`config.mk`:
```
export PLATFORM = sky130hd
export DESIGN_NAME = tick_timer
export DESIGN_NICKNAME = d
export VERILOG_FILES = /design/src/tick_timer_pkg.sv /design/src/tick_timer.sv /design/src/tap_divider.sv
export SDC_FILE = /design/constraint.sdc
export NUM_CORES = 1
export LEC_CHECK = 0
export BUFFER_PORTS_ARGS = -buffer_cell sky130_fd_sc_hd__buf_2
export CORE_ASPECT_RATIO = 1.4
export CORE_UTILIZATION = 30
export DETAILED_ROUTE_END_ITERATION = 10
export GPL_ROUTABILITY_DRIVEN = 0
export PLACE_DENSITY = 0.72
export SKIP_LAST_GASP = 1
export SYNTH_ARGS = -nofsm -noshare
export SYNTH_HDL_FRONTEND = slang
export SYNTH_SLANG_ARGS = --single-unit
```
`constraint.sdc`:
```
create_clock -name sys_clk -period 2.5 [get_ports sys_clk]
set_input_delay 0.375 -clock sys_clk [delete_from_list [all_inputs] [get_ports sys_clk]]
set_output_delay 0.375 -clock sys_clk [all_outputs]
set_load 0.01 [all_outputs]
```
`src/tick_timer_pkg.sv`:
```
// shared constants, register map and carrier types of the divider tap timer
package tick_timer_pkg;

  // bus geometry
  localparam int ADDR_W = 12;
  localparam int DATA_W = 32;
  localparam int IDX_W = 10;
  localparam int BE_W = 4;

  // register indices; byte address is four times the index
  localparam logic [IDX_W-1:0] IDX_TAP_READBACK = 10'h2e0;
  localparam logic [IDX_W-1:0] IDX_TICK_MASK = 10'h2e8;
  localparam logic [IDX_W-1:0] IDX_TICK_FLAGS = 10'h2e9;
  localparam logic [IDX_W-1:0] IDX_RUN_CTRL = 10'h2ee;
  localparam logic [IDX_W-1:0] IDX_FLAG_CLEAR = 10'h2f0;

  // divider geometry
  localparam int CNT_W = 7;
  localparam int EVT_W = 3;
  localparam int READ_W = 4;

  // counter stage positions: stage n toggles at 128 Hz / 2**n
  localparam int TAP_EVT32 = 2;
  localparam int TAP_READ_LO = 3;
  localparam int TAP_EVT8 = 4;
  localparam int TAP_EVT2 = 6;

  // event bit positions in the mask, flag and clear registers
  localparam int EVT_BIT32 = 0;
  localparam int EVT_BIT8 = 1;
  localparam int EVT_BIT2 = 2;

  // restart command position in the run control register
  localparam int BIT_RESTART = 3;

  // values after reset
  localparam logic [EVT_W-1:0] MASK_RST = 3'h0;
  localparam logic [EVT_W-1:0] FLAGS_RST = 3'h0;
  localparam logic [CNT_W-1:0] CNT_RST = 7'h00;
  localparam logic [DATA_W-1:0] RDATA_RST = 32'h0000_0000;

  // answer latency of the bus slave, in clock cycles
  localparam int BUS_WAIT_CYCLES = 1;

  typedef struct packed {
    logic read;
    logic write;
    logic [ADDR_W-1:0] address;
    logic [BE_W-1:0] byteenable;
    logic [DATA_W-1:0] writedata;
  } avmm_req_s;

  typedef struct packed {
    logic [DATA_W-1:0] readdata;
    logic waitrequest;
  } avmm_rsp_s;

  typedef struct packed {
    logic done;
    logic [EVT_W-1:0] mask;
    logic [EVT_W-1:0] flags;
    logic [EVT_W-1:0] rd_flags;
    logic [DATA_W-1:0] rdata;
  } timer_state_s;

endpackage

```
`src/tick_timer.sv`:
```
// divider tap timer: counter, tick events, masks, flags and avalon slave
//
// Contract
// RL1 - seven-bit counter on 256 Hz, top four readable
// RL2 - events on 32, 8, 2 Hz falling edges
// RL3 - flag set regardless of mask bit
// RL4 - three read/write mask bits, one enables
// RL5 - masks clear to zero at reset
// RL6 - software writes masks only with interrupts off
// RL7 - flags readable, cleared right after read
// RL8 - writes to flags are ignored
// RL9 - software reads flags only with interrupts off
// RL10 - flags clear to zero at reset
// RL11 - four stages readable, writes ignored
// RL12 - readable timer value zero after reset
// RL13 - writing one restarts counter, zero does nothing
// RL14 - restart bit reads back zero
// RL15 - restart may set a flag spuriously
// RL16 - 2 Hz tap drives the watchdog clock
// RL17 - interrupt when any enabled flag set
//
// The Avalon-MM register port is this design's own decision.
`timescale 1ns/100ps
module tick_timer #(
  parameter int CNT_W = 7
) (
  // clock and reset
  input wire logic sys_clk,
  input wire logic rst_b,
  // prescaler
  input wire logic tick_256hz,
  // register bus
  input wire tick_timer_pkg::avmm_req_s bus_req,
  output tick_timer_pkg::avmm_rsp_s bus_rsp,
  // to the processor and the watchdog
  output logic irq,
  output logic watchdog_clk_2hz
);
  import tick_timer_pkg::*;

  timer_state_s st_q;
  timer_state_s st_d;

  logic [CNT_W-1:0] count;
  logic [CNT_W-1:0] fall;
  logic [EVT_W-1:0] evt_set;
  logic [EVT_W-1:0] evt_clr;
  logic [READ_W-1:0] readback;
  logic req;
  logic acc_rd;
  logic acc_wr;
  logic wr_lane0;
  logic restart_pulse;

  // true when the byte address selects the given register index
  function automatic logic reg_hit(input logic [ADDR_W-1:0] addr,
                                   input logic [IDX_W-1:0] idx);
    reg_hit = (addr == {idx, 2'b00});
  endfunction

  // read value for an address; unmapped and write-only registers read zero
  function automatic logic [DATA_W-1:0] read_value(input logic [ADDR_W-1:0] addr,
                                                   input logic [READ_W-1:0] taps,
                                                   input logic [EVT_W-1:0] mask,
                                                   input logic [EVT_W-1:0] flags);
    read_value = '0; // [RL14]
    if (reg_hit(addr, IDX_TAP_READBACK)) begin
      read_value[READ_W-1:0] = taps;
    end else if (reg_hit(addr, IDX_TICK_MASK)) begin
      read_value[EVT_W-1:0] = mask;
    end else if (reg_hit(addr, IDX_TICK_FLAGS)) begin
      read_value[EVT_W-1:0] = flags;
    end
  endfunction

  // bus handshake: every access waits exactly one cycle
  assign req = bus_req.read | bus_req.write;
  assign acc_rd = bus_req.read & st_q.done;
  assign acc_wr = bus_req.write & st_q.done;
  assign wr_lane0 = acc_wr & bus_req.byteenable[0];

  // writing zero to the restart bit does nothing
  assign restart_pulse = wr_lane0 & reg_hit(bus_req.address, IDX_RUN_CTRL)
                         & bus_req.writedata[BIT_RESTART]; // [RL13]

  tap_divider #(
    .CNT_W(CNT_W)
  ) u_div (
    .sys_clk(sys_clk),
    .rst_b(rst_b),
    .tick(tick_256hz), // [RL1]
    .restart(restart_pulse), // [RL13]
    .count(count),
    .fall(fall)
  );

  // events: a restart that drops a high stage also counts as an edge
  assign evt_set[EVT_BIT32] = fall[TAP_EVT32]; // [RL2] [RL15]
  assign evt_set[EVT_BIT8] = fall[TAP_EVT8]; // [RL2] [RL15]
  assign evt_set[EVT_BIT2] = fall[TAP_EVT2]; // [RL2] [RL15]

  // the four slowest stages, 16 Hz down to 2 Hz
  assign readback = count[TAP_READ_LO +: READ_W]; // [RL1] [RL11]

  // flags clear on the read that returned them, or by the clear register
  always_comb begin
    evt_clr = '0;
    if (acc_rd) begin
      evt_clr = st_q.rd_flags; // [RL7]
    end
    if (wr_lane0 && reg_hit(bus_req.address, IDX_FLAG_CLEAR)) begin
      evt_clr = evt_clr | bus_req.writedata[EVT_W-1:0];
    end
  end

  always_comb begin
    st_d = st_q;
    st_d.done = req & ~st_q.done;
    // sample read data one cycle ahead of the answer
    if (bus_req.read && !st_q.done) begin
      st_d.rdata = read_value(bus_req.address, readback, st_q.mask, st_q.flags); // [RL11]
      st_d.rd_flags = '0;
      if (reg_hit(bus_req.address, IDX_TICK_FLAGS)) begin
        st_d.rd_flags = st_q.flags;
      end
    end
    // only the mask register takes written data; flags and taps ignore it
    if (wr_lane0 && reg_hit(bus_req.address, IDX_TICK_MASK)) begin
      st_d.mask = bus_req.writedata[EVT_W-1:0]; // [RL4]
    end
    // set wins over clear; the mask does not gate the set
    st_d.flags = (st_q.flags & ~evt_clr) | evt_set; // [RL3] [RL7] [RL8]
  end

  always_ff @(posedge sys_clk or negedge rst_b) begin
    if (!rst_b) begin
      st_q.done <= 1'b0;
      st_q.mask <= MASK_RST; // [RL5]
      st_q.flags <= FLAGS_RST; // [RL10]
      st_q.rd_flags <= FLAGS_RST;
      st_q.rdata <= RDATA_RST;
    end else begin
      st_q <= st_d;
    end
  end

  assign bus_rsp.readdata = st_q.rdata;
  assign bus_rsp.waitrequest = req & ~st_q.done;
  assign irq = |(st_q.flags & st_q.mask); // [RL17]
  assign watchdog_clk_2hz = count[TAP_EVT2]; // [RL16]

  // ------------------------------------------------------------------
  // checks
  // ------------------------------------------------------------------

  logic [CNT_W-1:0] cnt_inc;
  logic rd_taps_acc;
  logic rd_flags_acc;
  logic rd_ctrl_acc;
  logic wr_flags_acc;
  logic wr_mask_acc;
  logic wr_ctrl_acc;
  logic wr_taps_acc;
  logic wr_clear_acc;
  logic rd_mask_acc;

  assign cnt_inc = count + {{(CNT_W-1){1'b0}}, 1'b1};
  assign rd_taps_acc = acc_rd & reg_hit(bus_req.address, IDX_TAP_READBACK);
  assign rd_flags_acc = acc_rd & reg_hit(bus_req.address, IDX_TICK_FLAGS);
  assign rd_ctrl_acc = acc_rd & reg_hit(bus_req.address, IDX_RUN_CTRL);
  assign wr_flags_acc = acc_wr & reg_hit(bus_req.address, IDX_TICK_FLAGS);
  assign wr_mask_acc = wr_lane0 & reg_hit(bus_req.address, IDX_TICK_MASK);
  assign wr_ctrl_acc = wr_lane0 & reg_hit(bus_req.address, IDX_RUN_CTRL);
  assign wr_taps_acc = acc_wr & reg_hit(bus_req.address, IDX_TAP_READBACK);
  assign wr_clear_acc = wr_lane0 & reg_hit(bus_req.address, IDX_FLAG_CLEAR);
  assign rd_mask_acc = acc_rd & reg_hit(bus_req.address, IDX_TICK_MASK);

  chk_counter_step: assert property ( // [RL1]
    @(posedge sys_clk) disable iff (!rst_b)
    (tick_256hz && !restart_pulse) |=> (count == $past(cnt_inc))
  ) else $error("divider did not advance on a prescaler tick");

  chk_counter_hold: assert property ( // [RL1]
    @(posedge sys_clk) disable iff (!rst_b)
    (!tick_256hz && !restart_pulse) |=> $stable(count)
  ) else $error("divider moved without a prescaler tick");

  chk_edge_event: assert property ( // [RL2]
    @(posedge sys_clk) disable iff (!rst_b)
    ($fell(count[TAP_EVT32]) || $fell(count[TAP_EVT8]) || $fell(count[TAP_EVT2]))
    |=> (st_q.flags & $past(evt_set)) == $past(evt_set)
  ) else $error("falling tap edge did not set its flag");

  chk_flag_unmasked: assert property ( // [RL3]
    @(posedge sys_clk) disable iff (!rst_b)
    (evt_set[EVT_BIT2] && !st_q.mask[EVT_BIT2]) |=> st_q.flags[EVT_BIT2]
  ) else $error("masked 2 Hz edge failed to set its flag");

  chk_mask_write: assert property ( // [RL4]
    @(posedge sys_clk) disable iff (!rst_b)
    (wr_lane0 && reg_hit(bus_req.address, IDX_TICK_MASK))
    |=> st_q.mask == $past(bus_req.writedata[EVT_W-1:0])
  ) else $error("mask register did not take written data");

  chk_mask_reset: assert property ( // [RL5]
    @(posedge sys_clk) disable iff (!rst_b)
    $rose(rst_b) |-> (st_q.mask == MASK_RST) [*2]
  ) else $error("mask bits not zero after reset");

  chk_flag_rdclr: assert property ( // [RL7]
    @(posedge sys_clk) disable iff (!rst_b)
    (rd_flags_acc && evt_set == '0)
    |=> (st_q.flags & $past(bus_rsp.readdata[EVT_W-1:0])) == '0
  ) else $error("flag returned by a read was not cleared");

  chk_flag_wrign: assert property ( // [RL8]
    @(posedge sys_clk) disable iff (!rst_b)
    (wr_flags_acc && evt_set == '0) |=> $stable(st_q.flags)
  ) else $error("write to flag register changed a flag");

  chk_flag_reset: assert property ( // [RL10]
    @(posedge sys_clk) disable iff (!rst_b)
    $rose(rst_b) |-> st_q.flags == FLAGS_RST
  ) else $error("flags not zero after reset");

  chk_taps_read: assert property ( // [RL11]
    @(posedge sys_clk) disable iff (!rst_b)
    rd_taps_acc |-> bus_rsp.readdata == {{(DATA_W-READ_W){1'b0}}, $past(readback)}
  ) else $error("tap readback does not match divider stages");

  chk_taps_reset: assert property ( // [RL12]
    @(posedge sys_clk) disable iff (!rst_b)
    $rose(rst_b) |-> readback == CNT_RST[READ_W-1:0]
  ) else $error("tap readback not zero after reset");

  chk_restart_clear: assert property ( // [RL13]
    @(posedge sys_clk) disable iff (!rst_b)
    restart_pulse |=> count == CNT_RST
      ##1 (count == $past(cnt_inc) || (!$past(tick_256hz) && count == CNT_RST))
  ) else $error("restart did not clear and resume the divider");

  chk_restart_read: assert property ( // [RL14]
    @(posedge sys_clk) disable iff (!rst_b)
    rd_ctrl_acc |-> bus_rsp.readdata[BIT_RESTART] == 1'b0
  ) else $error("restart bit read back as one");

  chk_wdog_clock: assert property ( // [RL16]
    @(posedge sys_clk) disable iff (!rst_b)
    $fell(watchdog_clk_2hz) |=> st_q.flags[EVT_BIT2]
  ) else $error("watchdog clock edge without a 2 Hz event");

  chk_irq_raise: assert property ( // [RL17]
    @(posedge sys_clk) disable iff (!rst_b)
    (evt_set[EVT_BIT32] && st_q.mask[EVT_BIT32]) |=> irq
  ) else $error("enabled 32 Hz event raised no interrupt");

  chk_irq_quiet: assert property ( // [RL17]
    @(posedge sys_clk) disable iff (!rst_b)
    (st_q.mask == '0) |-> !irq
  ) else $error("interrupt raised while all sources masked");

  chk_bus_answer: assert property (
    @(posedge sys_clk) disable iff (!rst_b)
    (req && bus_rsp.waitrequest) |=> !bus_rsp.waitrequest
  ) else $error("bus access not answered in one cycle");

  chk_flag_sticky: assert property ( // [RL3]
    @(posedge sys_clk) disable iff (!rst_b)
    (evt_clr == '0) |=> (st_q.flags & $past(st_q.flags)) == $past(st_q.flags)
  ) else $error("flag dropped without a read or clear");

  chk_flag_noset: assert property ( // [RL2]
    @(posedge sys_clk) disable iff (!rst_b)
    (evt_set == '0) |=> (st_q.flags & ~$past(st_q.flags)) == '0
  ) else $error("flag set without a tap edge");

  chk_event_32hz: assert property ( // [RL2]
    @(posedge sys_clk) disable iff (!rst_b)
    $fell(count[TAP_EVT32]) |-> evt_set[EVT_BIT32]
  ) else $error("32 Hz falling edge raised no event");

  chk_event_8hz: assert property ( // [RL2]
    @(posedge sys_clk) disable iff (!rst_b)
    $fell(count[TAP_EVT8]) |-> evt_set[EVT_BIT8]
  ) else $error("8 Hz falling edge raised no event");

  chk_event_quiet: assert property ( // [RL2]
    @(posedge sys_clk) disable iff (!rst_b)
    (!tick_256hz && !restart_pulse) |=> (evt_set == '0)
  ) else $error("event raised while the divider stood still");

  chk_mask_hold: assert property ( // [RL4]
    @(posedge sys_clk) disable iff (!rst_b)
    !wr_mask_acc |=> $stable(st_q.mask)
  ) else $error("mask changed without a mask write");

  chk_mask_read: assert property ( // [RL4]
    @(posedge sys_clk) disable iff (!rst_b)
    rd_mask_acc |-> bus_rsp.readdata == {{(DATA_W-EVT_W){1'b0}}, st_q.mask}
  ) else $error("mask read returned wrong bits");

  chk_flags_read: assert property ( // [RL7]
    @(posedge sys_clk) disable iff (!rst_b)
    rd_flags_acc |-> bus_rsp.readdata[EVT_W-1:0] == $past(st_q.flags)
  ) else $error("flag read returned wrong bits");

  chk_upper_zero: assert property ( // [RL11]
    @(posedge sys_clk) disable iff (!rst_b)
    acc_rd |-> bus_rsp.readdata[DATA_W-1:READ_W] == '0
  ) else $error("unused read data bits not zero");

  chk_restart_zero: assert property ( // [RL13]
    @(posedge sys_clk) disable iff (!rst_b)
    (wr_ctrl_acc && !bus_req.writedata[BIT_RESTART] && !tick_256hz) |=> $stable(count)
  ) else $error("writing zero to the restart bit moved the divider");

  chk_taps_wrign: assert property ( // [RL11]
    @(posedge sys_clk) disable iff (!rst_b)
    (wr_taps_acc && !tick_256hz) |=> $stable(count)
  ) else $error("write to tap readback moved the divider");

  chk_flag_clear: assert property (
    @(posedge sys_clk) disable iff (!rst_b)
    (wr_clear_acc && evt_set == '0)
    |=> (st_q.flags & $past(bus_req.writedata[EVT_W-1:0])) == '0
  ) else $error("clear register left a flag set");

  chk_irq_8hz: assert property ( // [RL17]
    @(posedge sys_clk) disable iff (!rst_b)
    (st_q.flags[EVT_BIT8] && st_q.mask[EVT_BIT8]) |-> irq
  ) else $error("enabled 8 Hz flag raised no interrupt");

  chk_irq_clear: assert property ( // [RL17]
    @(posedge sys_clk) disable iff (!rst_b)
    (st_q.flags == '0) |-> !irq
  ) else $error("interrupt raised with no flag set");

  chk_wdog_tap: assert property ( // [RL16]
    @(posedge sys_clk) disable iff (!rst_b)
    watchdog_clk_2hz == readback[READ_W-1]
  ) else $error("watchdog clock differs from the 2 Hz stage");

  chk_bus_wait: assert property (
    @(posedge sys_clk) disable iff (!rst_b)
    $rose(req) |-> bus_rsp.waitrequest
  ) else $error("new bus access answered without a wait cycle");

  chk_accept_done: assert property (
    @(posedge sys_clk) disable iff (!rst_b)
    (req && !bus_rsp.waitrequest) |=> !st_q.done
  ) else $error("handshake state not cleared after an answer");

endmodule // tick_timer

```
`src/tap_divider.sv`:
```
// seven stage binary divider with synchronous restart and falling edge flags
`timescale 1ns/100ps
module tap_divider #(
  parameter int CNT_W = 7
) (
  // clock and reset
  input wire logic sys_clk,
  input wire logic rst_b,
  // control
  input wire logic tick,
  input wire logic restart,
  // divider stages
  output logic [CNT_W-1:0] count,
  output logic [CNT_W-1:0] fall
);

  typedef struct packed {
    logic [CNT_W-1:0] cnt;
    logic [CNT_W-1:0] prev;
  } div_state_s;

  div_state_s st_q;
  div_state_s st_d;

  always_comb begin
    st_d = st_q;
    st_d.prev = st_q.cnt;
    // restart wins over a tick in the same cycle
    if (restart) begin
      st_d.cnt = '0;
    end else if (tick) begin
      st_d.cnt = st_q.cnt + {{(CNT_W-1){1'b0}}, 1'b1};
    end
  end

  always_ff @(posedge sys_clk or negedge rst_b) begin
    if (!rst_b) begin
      st_q <= '0; // [RL12]
    end else begin
      st_q <= st_d;
    end
  end

  assign count = st_q.cnt;
  // a stage that went from one to zero at the last edge
  assign fall = st_q.prev & ~st_q.cnt;

endmodule // tap_divider

```
==> metrics.csv, run 1 <==
metric;value;unit
outcome;finished clean;
dpl.hpwl;1960;um
cts.repair.resized;0;
cts-root-buf;clkbuf_8;
wl_per_cell;10.9;um
synth-warning-count;0;
critPathArrivalTime;2.10;ns
syn_area;1380;um2
synth-main-ff-cell;dfrtp_1;
grt_max_degree;25;
crit_buf_inv;1;
ys_seq_area_frac;0.436;
grt_pass1_vias;862;
fin_ws;0.558;ns
drt_wl_total;2490;um
switching_share;0.304;
required;2.66;ns
clock_latency;0.26;ns
path_clk_slew;0.08;ns
yosys-top-cells-count;buf_4, dfrtp_1, nand2_1;
slowest_stage;or4_4;
synth-async-reset-ratio;1.00;
rsz0062_at_grt;false;
seq_power_share;0.539;
synth_top_area_frac;0.436;
hp-class;in -> async;
final.setup.tns;0;ns
ys_top_cells_by_area;dfrtp_1, buf_4, nand2_1, nor2_1, mux2_2;
crit_fanout;6;
yosys_register_bits;24;
cts_buffer_depth;2;
yosysTopAreaCell;dfrtp_1;
drcViolationCount;0;
drt-pass1-iter-count;4;
ys_types;31;
powerDensity;677;nW/um2
drive_above_1_share;0.260;
critPathTopFamily;simple AND/OR/NAND/NOR gates;
power.switching;0.309;mW
overflow;0;
core_area;4310;um2
io_pins;88;
rows;28;
leakage;0.736;nW
syn_to_final_growth;8.98;%
grt_util_all_layers;0.106;
slowest_delay;0.56;ns
crit_top_cell;or4_4;
die-height;82.2;um
antenna_found_initial;0;
viasPerCell;4.18;
pre_cts_slack;0.274;ns
num-fill-cells;459;
postSynthAreaPerCell;9.58;um2
nets;224;
ir_drop;202;uV
htreeDepth;1;
syn_inst;144;
critical_path_class;in -> reg;
worstMarginPinSlew;0.607;ns
drt_iter0_markers;31;
die_w;59.3;um
grt_pass1_wl;3810;um
finalHoldViolCount;0;
drv_slew;0;
synth_edf_count;0;
finalCritPeriodShare;0.777;
fin_crit;1.94;ns
post-cts-setup-buffers;0;
synth.most_common_cell;buf_4;
numPortBuffers;28;
numCtsBuffers;3;
diodes;0;
report.power.total;1.02;mW
clock.fmax;515;MHz
dr_total_vias;958;
post-route-cell-area;1500;um2
p_int;0.707;mW
cp_cell_sequence;buf_2, or4_4, or4_4, or3_1, o21a_1;
die_area;4870;um2
setup_viol;0;
cts_sinks;24;
fin_skew;0.00309;ns
ant_nets;0;
maxSlewHeadroom;0.591;
dpl_cell_area;1450;um2
maxCapViolations;0;
worstSetupStartpointType;input pin;
pwr-share-clk;0.257;
cts_hold_buf;0;
worstSetupEndpointType;register;
comb_power_share;0.205;
start_util;0.320;
cts_tree;done;
## worst register-to-register path, cell delays in order (launching register included)
cell and delay [ns]:
dfrtp_1 0.44, nand2b_1 0.31, or4_4 0.51, or3_1 0.35, o21a_1 0.17
## cell families (layout without fill, tap and decap cells)
family	Yosys count	in the layout	share of synthesized area
and+or+nand+nor	54	54	0.200
buffers and inverters	37	35	0.191
DFF	24	24	0.436
AOI/OAI and AO/OA	16	16	0.0853
xor gates and xnor gates	6	6	0.0381
muxes	5	5	0.0390
adders and majority gates	1	1	0.00907
other	1	28	0.00272
## placed cells by master (no fill, tap or decap), types with 2 or more instances in the layout
cell       instances
a31o_2             3
buf_2             28
clkbuf_8           4
conb_1            28
dfrtp_1           24
inv_1              2
mux2_2             3
mux2i_1            2
nand2_1           17
nand2b_1           2
nand3_1            3
nand3b_1           2
nand4_1            3
nand4b_1           2
nor2_1            12
nor2b_1            3
nor3_1             3
o21a_1             2
o21ai_0            5
o2bb2ai_1          2
or2_2              3
or4_4              2
xnor2_1            3
xor2_1             3
## per-layer routing
layer | vias up | track usage | share of wire
met5 | - | 0 | 0
met4 | 0 | 0.0738 | 0.039
met3 | 8 | 0.0265 | 0.068
met2 | 42 | 0.170 | 0.46
met1 | 433 | 0.123 | 0.43
li1 | 475 | - | -
## stage by stage
stage                util  instances  hold WS (ns)
floorplan               -        171        0.0794
global placement    0.336        225         0.390
detailed placement  0.336        225         0.386
CTS                 0.349        229        0.0941
global route        0.349        229         0.118
finish              0.349        229        0.0812
## registers in the layout (all words and copies together), names as in the netlist
signal and flops:
bus_rsp 4, st_q 10, u_div.count 7, u_div.st_q 3
## cell type report
type,instances,area [um2],area share
sequential,24,601,0.400
tap,60,75.1,0.0500
clock buffer,4,55.1,0.0366
timing repair buffer,29,148,0.0983
inverter,2,7.51,0.00500
multi-input combinational,110,617,0.410
## power groups by stage
stage	clock [mW]	sequential, mW	combinational, mW
3_3_place_gp	0	0.554	0.204
2_1_floorplan	0	0.537	0.188
3_5_place_dp	0	0.557	0.212
4_1_cts	0.269	0.549	0.213
6_report	0.261	0.548	0.208
5_1_grt	0.279	0.559	0.246
## final timing paths
check                               start       endpoint  slack [ns]  cells after the start
setup / recovery              bus_req[37]     bus_rsp[3]        0.56                      5
hold / removal                      rst_b  u_div.st_q[2]        0.08                      1
setup reg to reg                 st_q[41]     bus_rsp[3]        0.63                      4
hold reg to reg            u_div.count[2]  u_div.st_q[2]        0.48                      0
max in group asynchronous           rst_b       st_q[36]        2.07                      1
min in group sys_clk           bus_req[1]       st_q[39]        0.36                      2
Power figures use the tool's default switching activity.
==> inputs of run 2 (changes only) <==
--- a/config.mk
+++ b/config.mk
@@ -10,7 +10,7 @@
 export CORE_UTILIZATION = 30
 export DETAILED_ROUTE_END_ITERATION = 10
 export GPL_ROUTABILITY_DRIVEN = 0
-export PLACE_DENSITY = 0.72
+export PLACE_DENSITY = 0.74
 export SKIP_LAST_GASP = 1
 export SYNTH_ARGS = -nofsm -noshare
 export SYNTH_HDL_FRONTEND = slang
==> constraint.sdc (replaced) <==
create_clock -name sys_clk -period 1.6 [get_ports sys_clk]
set_input_delay 0.24 -clock sys_clk [delete_from_list [all_inputs] [get_ports sys_clk]]
set_output_delay 0.24 -clock sys_clk [all_outputs]
set_load 0.01 [all_outputs]
==> metrics.csv, run 2 (same netlist as run 1, synthesis figures left out) <==
metric;value;unit;change
cts_tree;done;;unchanged
overflow;0;;unchanged
worstMarginPinSlew;0.536;ns;was 0.607 ns
drt-pass1-iter-count;4;;unchanged
nets;237;;was 224
core_area;4310;um2;unchanged
ir_drop;245;uV;was 202 uV
dpl.hpwl;2200;um;was 1960 um
regArea;601;um2;unchanged
clock.fmax;575;MHz;
grt_max_degree;25;;unchanged
syn_to_final_growth;19.2;%;was 8.98%
powerDensity;982;nW/um2;was 677 nW/um2
ant_nets;0;;unchanged
finalCritPeriodShare;1.09;;
fin_skew;0.00201;ns;was 0.00309 ns
hp-class;in -> reg;;was in -> async
grt_util_all_layers;0.122;;was 0.106
htreeDepth;1;;unchanged
setup_viol;6;;was 0
num-fill-cells;439;;was 459
drcViolationCount;0;;unchanged
outcome;complete, but fails checks;;was finished clean
dp_cells;236;;was 225
fin_crit;1.74;ns;
drt_iter0_markers;38;;was 31
drt_wl_total;2800;um;was 2490 um
drive_above_1_share;0.335;;was 0.260
cts-root-buf;clkbuf_8;;unchanged
fin_ws;-0.140;ns;was 0.558 ns
start_util;0.320;;unchanged
top_register;st_q;;unchanged
largest_register_ffs;10;;unchanged
cts_sinks;24;;unchanged
fin_cells;242;;was 229
clock_latency;0.26;ns;about the same
final.setup.tns;-0.429;ns;was 0 ns
required;1.76;ns;was 2.66 ns
worstSetupStartpointType;input pin;;unchanged
most-common-layout-cells;conb_1, buf_2, dfrtp_1;;unchanged
critPathArrivalTime;1.90;ns;was 2.10 ns
grt_pass1_wl;4410;um;was 3810 um
maxSlewHeadroom;0.642;;was 0.591
path_clk_slew;0.08;ns;about the same
violations;setup timing;;
rows;28;;unchanged
die_area;4870;um2;unchanged
dr_total_vias;1075;;was 958
die_w;59.3;um;unchanged
die-height;82.2;um;unchanged
leakage;0.808;nW;was 0.736 nW
antenna_found_initial;0;;unchanged
finalHoldViolCount;0;;unchanged
critical_path_class;in -> reg;;unchanged
cts_buffer_depth;2;;unchanged
layout_commonest_cell;conb_1;;
diodes;0;;unchanged
rsz0062_at_grt;true;;was false
worstSetupEndpointType;register;;unchanged
numPortBuffers;28;;unchanged
crit_fanout;3;;was 6
pre_cts_slack;-0.415;ns;was 0.274 ns
io_pins;88;;unchanged
numCtsBuffers;3;;unchanged
drv_slew;0;;unchanged
viasPerCell;4.44;;was 4.18
maxCapViolations;0;;unchanged
multi_input_area;652;um2;was 617 um2
wl_per_cell;11.5;um;was 10.9 um
grt_pass1_vias;973;;was 862
## run 2: cell count changes in the layout (fill, tap and decap cells not counted), moves of 2 or more
cell and delta:
buf_4 +12, nor3_1 -2, o21ai_0 -3, o21ai_1 +3
## run 2: cell type report
cell class                      count  area share
Clock buffer                        4      0.0335
Inverter                            2     0.00457
Multi-Input combinational cell    110       0.396
Sequential cell                    24       0.365
Tap cell                           60      0.0457
Timing Repair Buffer               42       0.154
## run 2: per-layer routing
| layer | track usage | routed length [um] | vias up | part of all wire |
|---|---|---|---|---|
| li1 | - | - | 502 | - |
| met1 | 0.141 | 1060 | 514 | 0.38 |
| met2 | 0.203 | 1450 | 53 | 0.52 |
| met3 | 0.0312 | 225 | 6 | 0.081 |
| met4 | 0.0690 | 63 | 0 | 0.023 |
| met5 | 0 | 0 | - | 0 |
## run 2: worst max-delay path, cell delays in order
cell    delay (ns)
buf_6         0.09
or4_4         0.53
or4_4         0.50
or3_4         0.34
o21a_1        0.19
## run 2: where the power goes
part	switching [mW]	total, mW	internal, mW
Sequential	0.120	0.854	0.734
Clock	0.181	0.401	0.219
Combinational	0.188	0.360	0.172
## run 2: repair_timing
action,4_1_cts,5_1_grt
setup endpoints to repair,7,13
hold endpoints to repair,24,0
hold buffers,1,0
buffers inserted,1,0
pin swaps,1,1
resized for setup,6,3
## run 2: through the flow
stage	instance area, um2	hold WS, ns	util	total power [mW]
final	1640	0.224	0.382	1.61
after global placement	1530	0.245	0.355	1.20
after detailed placement	1530	0.250	0.355	1.22
after global routing	1640	0.227	0.382	1.73
after CTS	1630	0.218	0.378	1.63
after floorplan	1480	-0.0556	-	1.13
## run 2: worst paths after layout
path	start	to	slack [ns]	cells after the start
worst max-delay path	bus_req[37]	bus_rsp[2]	-0.14	5
worst min-delay path	bus_req[0]	st_q[38]	0.22	2
worst max register to register	st_q[41]	bus_rsp[2]	-0.07	4
worst min register to register	u_div.count[2]	u_div.st_q[2]	0.48	0
max in group asynchronous	rst_b	st_q[33]	0.76	2
min in group asynchronous	rst_b	u_div.count[6]	0.49	2
